**config.mk**
```make
export PLATFORM = sky130hd
export DESIGN_NAME = internal_osc_tune_pll
export DESIGN_NICKNAME = d
export VERILOG_FILES = /design/src/rtl/osc_tune_pkg.sv /design/src/rtl/internal_osc_tune_pll.sv
export VERILOG_INCLUDE_DIRS = /design/src /design/src/rtl
export SDC_FILE = /design/constraint.sdc
export NUM_CORES = 1
export LEC_CHECK = 0
export BUFFER_PORTS_ARGS = -buffer_cell sky130_fd_sc_hd__buf_2
export CORE_UTILIZATION = 53
export CTS_BUF_LIST = sky130_fd_sc_hd__clkbuf_8
export DETAILED_ROUTE_END_ITERATION = 7
export PLACE_DENSITY = 0.85
export SLEW_MARGIN = 15
export SYNTH_ARGS = -nofsm -noshare
export SYNTH_HDL_FRONTEND = slang
export SYNTH_SLANG_ARGS = --single-unit
```
**constraint.sdc**
```tcl
create_clock -name clock -period 3.8 [get_ports clock]
set_clock_uncertainty 0.15 [all_clocks]
set_input_delay 0.38 -clock clock [delete_from_list [all_inputs] [get_ports clock]]
set_output_delay 0.38 -clock clock [all_outputs]
set_load 0.005 [all_outputs]
```
**src/rtl/osc_tune_defs.svh**
```systemverilog
// Purpose: offsets, field positions, reset values and timing counts of the trim block
// Assumes: 100 MHz bus clock
// Notes:   included by bare name
`ifndef OSC_TUNE_DEFS_SVH
`define OSC_TUNE_DEFS_SVH

// ----------------------------------------------------------------
// register map (byte addresses)
// ----------------------------------------------------------------
`define ADDR_TRIM_CONTROL   4'h0
`define ADDR_FREQ_CONTROL   4'h4
`define ADDR_TRIM_STATUS    4'h8

// ----------------------------------------------------------------
// fields and reset values
// ----------------------------------------------------------------
`define BIT_LOW_SRC_SEL     7
`define BIT_MULT_EN_SW      6
`define TRIM_MSB            5
`define TRIM_CONTROL_RESET  8'h00
`define FREQ_SEL_RESET      3'h3
`define MID_SEL_RESET       1'b0

// ----------------------------------------------------------------
// frequency select codes
// ----------------------------------------------------------------
`define FSEL_16M            3'h7
`define FSEL_8M             3'h6
`define FSEL_4M             3'h5
`define FSEL_2M             3'h4
`define FSEL_1M             3'h3
`define FSEL_500K           3'h2
`define FSEL_250K           3'h1
`define FSEL_31K            3'h0

// ----------------------------------------------------------------
// timing
// ----------------------------------------------------------------
`define CLK_PERIOD_NS       10
`define TRIM_STEP_NS        1000
`define TRIM_STEP_CYCLES    (`TRIM_STEP_NS / `CLK_PERIOD_NS)
`define PLL_FACTOR          3'h4
`define NO_MULT_FACTOR      3'h1

`endif

```
**src/rtl/osc_tune_pkg.sv**
```systemverilog
// Purpose: types shared by the trim block
// Assumes: nothing
// Notes:   constants live in osc_tune_defs.svh
package osc_tune_pkg;

   // one-hot oscillator feeding the divider
   typedef enum logic [2:0]
   {
      SRC_HF = 3'b001,
      SRC_MF = 3'b010,
      SRC_LF = 3'b100
   } osc_src_t;

endpackage : osc_tune_pkg
```
**src/rtl/internal_osc_tune_pll.sv**
```systemverilog
// Purpose: internal oscillator trim, low-frequency source, divider/mux and 4x multiplier enable
// Assumes: oscillator ticks are one-cycle enables from logic on the same clock
// Notes:   oscillators are modelled as tick streams; trim and multiplier are control outputs
//
// Summary of operation
// RULE1: bit 7 set takes the 31.25 kHz clock from the mid or high oscillator, clear from the low.
// RULE2: bit 6 turns the 4x multiplier on or off, except that with an external source the fuse also turns it on.
// RULE3: the 6-bit trim is two's complement, 011111 fastest, 100000 slowest, 000000 factory value.
// RULE4: trim acts on the mid and high oscillators only, never on the low one.
// RULE5: the high oscillator runs at 16 MHz and the mid one at 500 kHz, both trimmable.
// RULE6: the untrimmed low oscillator clocks the power-up timer, watchdog and clock-fail monitor.
// RULE7: the low oscillator can feed the primary clock and the internal clock mux.
// RULE8: high and mid oscillators feed a divider from 16 MHz to 31.25 kHz, muxed with the low one.
// RULE9: frequency select, mid select and low source select choose one of eight rates.
// RULE10: after reset the internal rate is 1 MHz until software changes the select.
// RULE11: 500 and 250 kHz come from mid or high, 31 kHz from low, mid or high.
// RULE12: with an external source the multiplier is on if the fuse or the software bit is set.
// RULE13: the multiplier raises its input by four, up to 64 MHz.
// RULE14: with the high internal oscillator only the software bit controls the multiplier.
// RULE15: software enables the multiplier only for 4 to 16 MHz inputs.
// RULE16: a trim write shifts the oscillators gradually with no completion flag.
// RULE17: the divider and mux change selection only at output clock boundaries.
`timescale 1ns/100ps
`include "osc_tune_defs.svh"

module internal_osc_tune_pll
(
   input  wire logic        clock,
   input  wire logic        sys_rst,
   input  wire logic [3:0]  wbAdr,
   input  wire logic [31:0] wbDatIn,
   output logic      [31:0] wbDatOut,
   input  wire logic [3:0]  wbSel,
   input  wire logic        wbWe,
   input  wire logic        wbCyc,
   input  wire logic        wbStb,
   output logic             wbAck,
   input  wire logic        highOscTick,
   input  wire logic        midOscTick,
   input  wire logic        lowOscTick,
   input  wire logic        multiplierEnableCfg,
   input  wire logic        primaryIsExternal,
   output logic      [5:0]  highOscTrim,
   output logic      [5:0]  midOscTrim,
   output logic             lowOscClock,
   output logic             internalClockOutput,
   output logic             multiplierEnable,
   output logic      [2:0]  multiplierFactor
);

   // ----------------------------------------------------------------
   // state
   // ----------------------------------------------------------------
   logic                   [7:0]  trimControl;
   logic                   [7:0]  next_trimControl;
   logic                   [2:0]  freqSelect;
   logic                   [2:0]  next_freqSelect;
   logic                          midSelect;
   logic                          next_midSelect;
   logic                   [31:0] next_wbDatOut;
   logic                          next_wbAck;
   logic                   [5:0]  trimApplied;
   logic                   [5:0]  next_trimApplied;
   logic                   [6:0]  stepCount;
   logic                   [6:0]  next_stepCount;
   osc_tune_pkg::osc_src_t        activeSrc;
   osc_tune_pkg::osc_src_t        next_activeSrc;
   logic                   [9:0]  activeDiv;
   logic                   [9:0]  next_activeDiv;
   logic                   [9:0]  divCount;
   logic                   [9:0]  next_divCount;
   logic                          next_internalClockOutput;
   logic                          next_lowOscClock;
   logic                          next_multiplierEnable;
   logic                   [2:0]  next_multiplierFactor;

   logic                          busWrite;
   logic                          busRead;
   logic                          srcTick;
   logic                   [12:0] wantSel;

   // ----------------------------------------------------------------
   // rate decode: {source, divisor} for a select combination
   // ----------------------------------------------------------------
   function automatic logic [12:0] rate_decode
   (
      input logic [2:0] fsel,
      input logic       midSel,
      input logic       lowFromInternal
   );
      logic [12:0] r;
      r = {osc_tune_pkg::SRC_HF, 10'h001};
      unique case (fsel)
         `FSEL_16M:  r = {osc_tune_pkg::SRC_HF, 10'h001};
         `FSEL_8M:   r = {osc_tune_pkg::SRC_HF, 10'h002};
         `FSEL_4M:   r = {osc_tune_pkg::SRC_HF, 10'h004};
         `FSEL_2M:   r = {osc_tune_pkg::SRC_HF, 10'h008};
         `FSEL_1M:   r = {osc_tune_pkg::SRC_HF, 10'h010};
         `FSEL_500K: r = midSel ? {osc_tune_pkg::SRC_MF, 10'h001}       // see RULE11
                                : {osc_tune_pkg::SRC_HF, 10'h020};
         `FSEL_250K: r = midSel ? {osc_tune_pkg::SRC_MF, 10'h002}
                                : {osc_tune_pkg::SRC_HF, 10'h040};
         `FSEL_31K:
         begin
            if (!lowFromInternal)
               r = {osc_tune_pkg::SRC_LF, 10'h001};                      // see RULE1
            else if (midSel)
               r = {osc_tune_pkg::SRC_MF, 10'h010};
            else
               r = {osc_tune_pkg::SRC_HF, 10'h200};
         end
      endcase
      return r;
   endfunction : rate_decode

   // ----------------------------------------------------------------
   // register bus
   // ----------------------------------------------------------------
   // ack comes one cycle after the request and drops the next cycle
   assign busWrite = wbCyc && wbStb && wbWe && !wbAck;
   assign busRead  = wbCyc && wbStb && !wbWe && !wbAck;

   always_comb
   begin
      next_trimControl = trimControl;
      next_freqSelect  = freqSelect;
      next_midSelect   = midSelect;
      next_wbAck       = wbCyc && wbStb && !wbAck;
      next_wbDatOut    = 32'h0000_0000;
      if (busWrite && wbSel[0])
      begin
         unique case (wbAdr)
            `ADDR_TRIM_CONTROL: next_trimControl = wbDatIn[7:0];
            `ADDR_FREQ_CONTROL:
            begin
               next_freqSelect = wbDatIn[2:0];                           // see RULE9
               next_midSelect  = wbDatIn[3];
            end
            default: ;
         endcase
      end
      if (busRead)
      begin
         unique case (wbAdr)
            `ADDR_TRIM_CONTROL: next_wbDatOut = {24'h00_0000, trimControl};
            `ADDR_FREQ_CONTROL: next_wbDatOut = {28'h000_0000, midSelect, freqSelect};
            `ADDR_TRIM_STATUS:  next_wbDatOut = {22'h00_0000, activeSrc, multiplierEnable,
                                                 trimApplied};
            default:            next_wbDatOut = 32'h0000_0000;
         endcase
      end
   end

   // ----------------------------------------------------------------
   // trim ramp
   // ----------------------------------------------------------------
   // one trim step per interval; the target is signed so compare signed
   always_comb
   begin
      next_trimApplied = trimApplied;
      next_stepCount   = stepCount;
      if (trimApplied == trimControl[`TRIM_MSB:0])
         next_stepCount = 7'h00;
      else if (stepCount == 7'(`TRIM_STEP_CYCLES - 1))
      begin
         next_stepCount = 7'h00;
         if ($signed(trimControl[`TRIM_MSB:0]) > $signed(trimApplied))  // see RULE3
            next_trimApplied = trimApplied + 6'h01;                      // see RULE16
         else
            next_trimApplied = trimApplied - 6'h01;
      end
      else
         next_stepCount = stepCount + 7'h01;
   end

   // ----------------------------------------------------------------
   // divider and mux
   // ----------------------------------------------------------------
   assign wantSel = rate_decode(freqSelect, midSelect, trimControl[`BIT_LOW_SRC_SEL]);

   always_comb
   begin
      unique case (activeSrc)
         osc_tune_pkg::SRC_HF: srcTick = highOscTick;                    // see RULE8
         osc_tune_pkg::SRC_MF: srcTick = midOscTick;
         osc_tune_pkg::SRC_LF: srcTick = lowOscTick;                     // see RULE7
         default:              srcTick = 1'b0;
      endcase
   end

   always_comb
   begin
      next_activeSrc           = activeSrc;
      next_activeDiv           = activeDiv;
      next_divCount            = divCount;
      next_internalClockOutput = 1'b0;
      if (srcTick)
      begin
         if (divCount >= activeDiv - 10'h001)
         begin
            next_internalClockOutput = 1'b1;
            next_divCount            = 10'h000;
            // new selection only after a whole output period, so no runt
            next_activeSrc = osc_tune_pkg::osc_src_t'(wantSel[12:10]);  // see RULE17
            next_activeDiv = wantSel[9:0];
         end
         else
            next_divCount = divCount + 10'h001;
      end
   end

   // ----------------------------------------------------------------
   // multiplier and fixed outputs
   // ----------------------------------------------------------------
   always_comb
   begin
      // fuse counts only with an external primary source
      next_multiplierEnable = trimControl[`BIT_MULT_EN_SW]                // see RULE2
                              || (primaryIsExternal && multiplierEnableCfg); // see RULE12
      if (!primaryIsExternal)
         next_multiplierEnable = trimControl[`BIT_MULT_EN_SW];           // see RULE14
      next_multiplierFactor = next_multiplierEnable ? `PLL_FACTOR : `NO_MULT_FACTOR; // see RULE13
      next_lowOscClock      = lowOscTick;                                // see RULE6
   end

   // ----------------------------------------------------------------
   // registers
   // ----------------------------------------------------------------
   always_ff @(posedge clock)
   begin
      if (sys_rst)
      begin
         trimControl         <= `TRIM_CONTROL_RESET;
         freqSelect          <= `FREQ_SEL_RESET;                         // see RULE10
         midSelect           <= `MID_SEL_RESET;
         wbDatOut            <= 32'h0000_0000;
         wbAck               <= 1'b0;
         trimApplied         <= 6'h00;
         stepCount           <= 7'h00;
         activeSrc           <= osc_tune_pkg::SRC_HF;
         activeDiv           <= 10'h010;
         divCount            <= 10'h000;
         internalClockOutput <= 1'b0;
         lowOscClock         <= 1'b0;
         multiplierEnable    <= 1'b0;
         multiplierFactor    <= `NO_MULT_FACTOR;
         highOscTrim         <= 6'h00;
         midOscTrim          <= 6'h00;
      end
      else
      begin
         trimControl         <= next_trimControl;
         freqSelect          <= next_freqSelect;
         midSelect           <= next_midSelect;
         wbDatOut            <= next_wbDatOut;
         wbAck               <= next_wbAck;
         trimApplied         <= next_trimApplied;
         stepCount           <= next_stepCount;
         activeSrc           <= next_activeSrc;
         activeDiv           <= next_activeDiv;
         divCount            <= next_divCount;
         internalClockOutput <= next_internalClockOutput;
         lowOscClock         <= next_lowOscClock;
         multiplierEnable    <= next_multiplierEnable;
         multiplierFactor    <= next_multiplierFactor;
         // low oscillator has no trim port at all
         highOscTrim         <= next_trimApplied;                        // see RULE4
         midOscTrim          <= next_trimApplied;                        // see RULE5
      end
   end

endmodule : internal_osc_tune_pll

```
# Word level (Yosys, flattened, before mapping)
# Cells that the tools add are included.
word_totals:
  regBits: 87
  input_bits: 50
  out_inout_bits: 51
op_classes:
  n_addsub: 5
  n_lt_le_gt_ge: 2
  n_eq_ne: 14
  muxes: 12
  bitwise: 3
  reduce_logical: 20
op_table:
  columns: ["operator", "n"]
  rows:
  - ["13-bit one-hot mux with 8 select lines", 1]
  - ["12-bit 2-to-1 mux", 3]
  - ["10-bit one-hot mux with 3 select lines", 1]
  - ["3-bit equality test, second input constant", 5]
  - ["13-bit 2-to-1 mux", 1]
  - ["10-bit by 1-bit adder with 10-bit output, second input constant", 1]
  - ["10-bit >= comparator", 1]
  - ["10-bit 2-to-1 mux", 1]
  - ["10-bit by 1-bit subtractor with 10-bit output, second input constant", 1]
  - ["3-bit by 2-bit equality test with 1-bit output, second input constant", 3]
  - ["1-bit logical AND", 8]
  - ["2-bit AND reduction", 4]
  - ["7-bit by 1-bit adder with 7-bit output, second input constant", 1]
  - ["7-bit equality test, second input constant", 1]
  - ["6-bit by 1-bit adder with 6-bit output, second input constant", 1]
  - ["3-bit by 1-bit equality test with 1-bit output, second input constant", 2]
  - ["6-bit equality test", 1]
  - ["6-bit greater-than comparator", 1]
  - ["6-bit 2-to-1 mux", 1]
  - ["6-bit by 1-bit subtractor with 6-bit output, second input constant", 1]
  - ["4-bit by 3-bit equality test with 1-bit output, second input constant", 1]
  - ["4-bit equality test, second input constant", 1]
  - ["4-bit zero test", 1]
  - ["2-bit OR reduction", 2]
  - ["8 further kinds", 12]

# Depth between registers and ports, before layout
depth:
  word_depth: 5
  ltp_mapped: 13
  mapped_depth_nobuf: 13

# Worst setup path after synthesis
# No wires, ideal clock.
synth_timing:
  path_kind: "register to register"
  startpoint: "reg trimApplied[1]"
  endpoint: "reg trimApplied[5]"
  t_arrival_ns: 2.478
  required_time_ns: 3.534
  path_slack_ns: 1.056
  stages_incl_launch_ff: 14
  path_buffers: 0
  cell_sequence: "dfxtp_1 -> inv_1 -> ha_1 -> nor2b_1 -> o211ai_1 -> nand3_1 -> nand2_1 -> ha_1 -> a211oi_1 -> o21bai_1 -> a21oi_1 -> xor2_1 -> a21o_1 -> a21oi_1"
synth_between:
  elab_chain_len: 3
synth_lines:
  columns: ["element", "line_no", "source"]
  rows:
  - ["start, declared", "internal_osc_tune_pll.sv:62", "logic [5:0] trimApplied;"]
  - ["start signal, assigned", "internal_osc_tune_pll.sv:257", "trimApplied <= next_trimApplied;"]
  - ["parallel branches: the longest is 3 deep, another holds 6-bit by 1-bit subtractor with 6-bit output", null, null]
# Parallel ways; which one is timed is not known.
# A chain may end at the register's enable or synchronous reset.

# Worst setup path in the final report
layout_timing:
  startpoint: "reg activeDiv[2]"
  endpoint: "reg activeDiv[2]"
layout_between:
  elab_chain_len: 3
layout_lines:
  columns: ["element", "line_no", "source"]
  rows:
  - ["start, declared", "internal_osc_tune_pll.sv:68", "logic [9:0] activeDiv;"]
  - ["start signal, assigned", "internal_osc_tune_pll.sv:260", "activeDiv <= next_activeDiv;"]
  - ["10-bit by 1-bit subtractor with 10-bit output", "internal_osc_tune_pll.sv:199", "if (divCount >= activeDiv - 10'h001)"]
  - ["10-bit >= comparator", "internal_osc_tune_pll.sv:199", null]
  - ["2-bit AND reduction (no line)", null, null]
# Every way passes these cells.

==> out/results.ini <==
[floorplanning]
die_x_um = 80.9
fp-row-count = 28
initial_core_util_pct = 55.4
die_h_um = 80.9
core_um2 = 5960
die-area_um2 = 6540
ios = 101

[layout]
final_nets = 480
multi_input_area_um2 = 1800
final_cell_mix = dfxtp_1, nor2_1, buf_2
layout-drive-gt1-share_pct = 17.1
fill_cells = 513
syn_to_final_growth_pct = 8.95
finalInstanceArea_um2 = 3590
antennaDiodeCount = 0
post-route-util_pct = 60.3
seqCellArea_um2 = 1220
final_common_cell = dfxtp_1

[critical_path]
r2r_slack_ns = 0.70
critPathMostFrequentCell = nor3_1
r2r_end = activeDiv[2]$_SDFFE_PP0P_
r2r_cells = 11
path_cells = nor3_1 -> nand2b_1 -> nor2_1 -> nand2_1 -> xor2_1 -> ha_1 -> nand4_1 -> nor3_1 -> o41a_1 -> nor2b_1 -> a32o_1
critPathMaxFanout = 11
crit_family = simple AND/OR/NAND/NOR gates
critPathLaunch = activeDiv[2]$_SDFFE_PP0P_
start_kind = flip-flop
critical_path.slowest_cell = nor2b_1
critPathArrivalTime_ns = 3.22
path_class = reg2reg
r2r_start = activeDiv[2]$_SDFFE_PP0P_
crit_required_ns = 3.92
end_kind = flip-flop
crit_path_max_incr_delay_ns = 0.60
critPathBufInv = 0

[placed_design]
placed_area_um2 = 3420
io_buffers = 50
dp_hpwl_mm = 4.68
place.gp.congestion = 0.794

[flow_run]
max_cap_violations = 0

[power_and_ir_drop]
powerDensity_nw_per_um2 = 339
total_power_uw = 1220
peakVddDrop_v = 0.000233
leakage_uw = 0.00165
p_sw_share_pct = 22.2
cell_internal_pwr_uw = 949
seq_power_share_pct = 53.4
power_frac_comb_pct = 4.9
switchingPower_uw = 271
clockPowerShare_pct = 41.7

[timing]
slew_headroom_pct = 48.4
period_share_pct = 81.6
drv_slew = 0
holdWs_ns = 0.127
max_freq_mhz = 323
finalSetupViolations = 0
hold_viol = 0
final.setup.tns_ns = 0
fin_crit_ns = 3.10
tightest_slew_ns = 0.769
rsz0062_at_grt = no

[route]
wl_mm = 6.32
vias = 2530
ant_nets = 0
route.detailed.drc = 0
wl_per_cell_um = 13.0
dr.pass1.iters = 4
via_per_inst = 5.22
drt_iter0_drc = 85

[clock_network]
cts_tree = yes
holdBufCountCts = 0
path_clk_slew_ns = 0.06
cts_resized = 0
cts_root_buf = clkbuf_8
cts.path.max_buffers = 2
cts_setup_buffers = 0
clk_latency_ns = 0.33
numCtsBuffers = 9
cts_sinks = 61
htreeDepth = 3

[global_routing]
grt_pass1_wl_mm = 10.3
grt_overflow = 0
grt_max_degree = 28
grt_pass1_vias = 2415
antenna_found_initial = 0
grtUsageTotal_pct = 20.8

[hold_path]
hold_path_depth = 2
hold_end = lowOscClock$_SDFF_PP0_
hold_path.class = in2reg
min_from = lowOscTick

[logic_synthesis]
syn_area_um2 = 3300
async_reset_ff_share_pct = 0
ys_seq_elements = 61
synth_area_per_cell_um2 = 8.99
synth_edf_count = 0
yosys_warnings = 0
synth.largest_area_cell = dfxtp_1
syn_inst = 367
synth-main-ff-cell = dfxtp_1
netlist-cell-type-count = 46
ys_top_cells_by_area = dfxtp_1, ha_1, buf_4
ys_seq_area_share_pct = 37.0
synth_top_area_share_pct = 37.0

[status]
status = finished clean

## worst reg2reg max path: stages, from the launching register on
cell and delay [ns]:
dfxtp_1 0.36, nor3_1 0.26, nand2b_1 0.10, nor2_1 0.13
nand2_1 0.13, xor2_1 0.16, ha_1 0.29, nand4_1 0.12
nor3_1 0.22, o41a_1 0.25, nor2b_1 0.60, a32o_1 0.27
## synth_stat cells (2+ instances only)
cell type,number
a21oi_1,15
xor2_1,13
inv_1,13
xnor2_1,10
dfxtp_1,61
a211o_1,2
nor3_1,7
and2_1,2
nor2_1,58
buf_4,30
buf_2,3
clkbuf_8,2
nand2_1,15
nand4_1,9
o21ai_0,7
and3_1,12
nand2b_1,4
nor2b_1,6
or2_2,3
a211oi_1,5
a21o_1,5
a2bb2oi_1,2
mux2i_1,19
a22o_1,3
nand3_1,7
clkbuf_1,7
a32o_1,5
ha_1,23
or3_1,2
## worst max path at each step
stage	to	slack [ns]	depth (start not counted)
after floorplan	trimApplied[5]$_SDFFE_PP0P_	1.06	13
after global placement	activeSrc[2]$_SDFFE_PP0P_	0.82	11
after detailed placement	activeDiv[2]$_SDFFE_PP0P_	0.71	11
after CTS	activeDiv[2]$_SDFFE_PP0P_	0.69	11
after global routing	activeDiv[2]$_SDFFE_PP0P_	0.36	11
final	activeDiv[2]$_SDFFE_PP0P_	0.70	11
## area by class of cell
class | instances | area share [%]
Sequential cell | 61 | 34.0
Inverter | 13 | 1.36
Multi-Input combinational cell | 271 | 50.1
Timing Repair Buffer | 50 | 6.96
Tap cell | 75 | 2.61
Clock inverter | 3 | 0.348
Clock buffer | 12 | 4.60
## per-stage QoR
stage	std cells	setup slack, ns
global placement	470	0.816
global route	485	0.359
floorplan	389	1.06
CTS	485	0.689
detailed placement	470	0.712
finish	485	0.699
## cell families after synthesis
| group | synth area share, % |
|---|---|
| AND/OR/NAND/NOR | 20.2 |
| flip-flops | 37.0 |
| buffers and inverters | 10.8 |
| AO/OA/AOI/OAI | 10.2 |
| adder cells (fa/ha/maj) | 9.33 |
| XOR/XNOR | 6.11 |
| multiplexers | 6.11 |
| other | 0.114 |
## registers in the layout (all words and copies together) (netlist names)
name,count
activeDiv,8
activeSrc,3
divCount,10
freqSelect,3
internalClockOutput,1
lowOscClock,1
midSelect,1
multiplierEnable,1
multiplierFactor,1
stepCount,7
trimApplied,6
trimControl,8
wbAck,1
wbDatOut,10
## power groups by stage
stage	Sequential, uW	Clock (uW)	Combinational, uW
floorplan	663	0	58.7
global placement	664	0	57.3
detailed placement	665	0	59.0
CTS	650	525	59.8
global route	651	553	68.2
finish	651	509	60.3
## layer usage
layer / GRT usage (%) / routed length, um / share of wire [%]
met4: 8.57 / 112 / 1.8
met2: 36.4 / 3050 / 48
met5: 0 / 0 / 0
met3: 7.30 / 335 / 5.3
met1: 22.8 / 2820 / 45
Note: power is estimated with default switching activity, not from simulation.
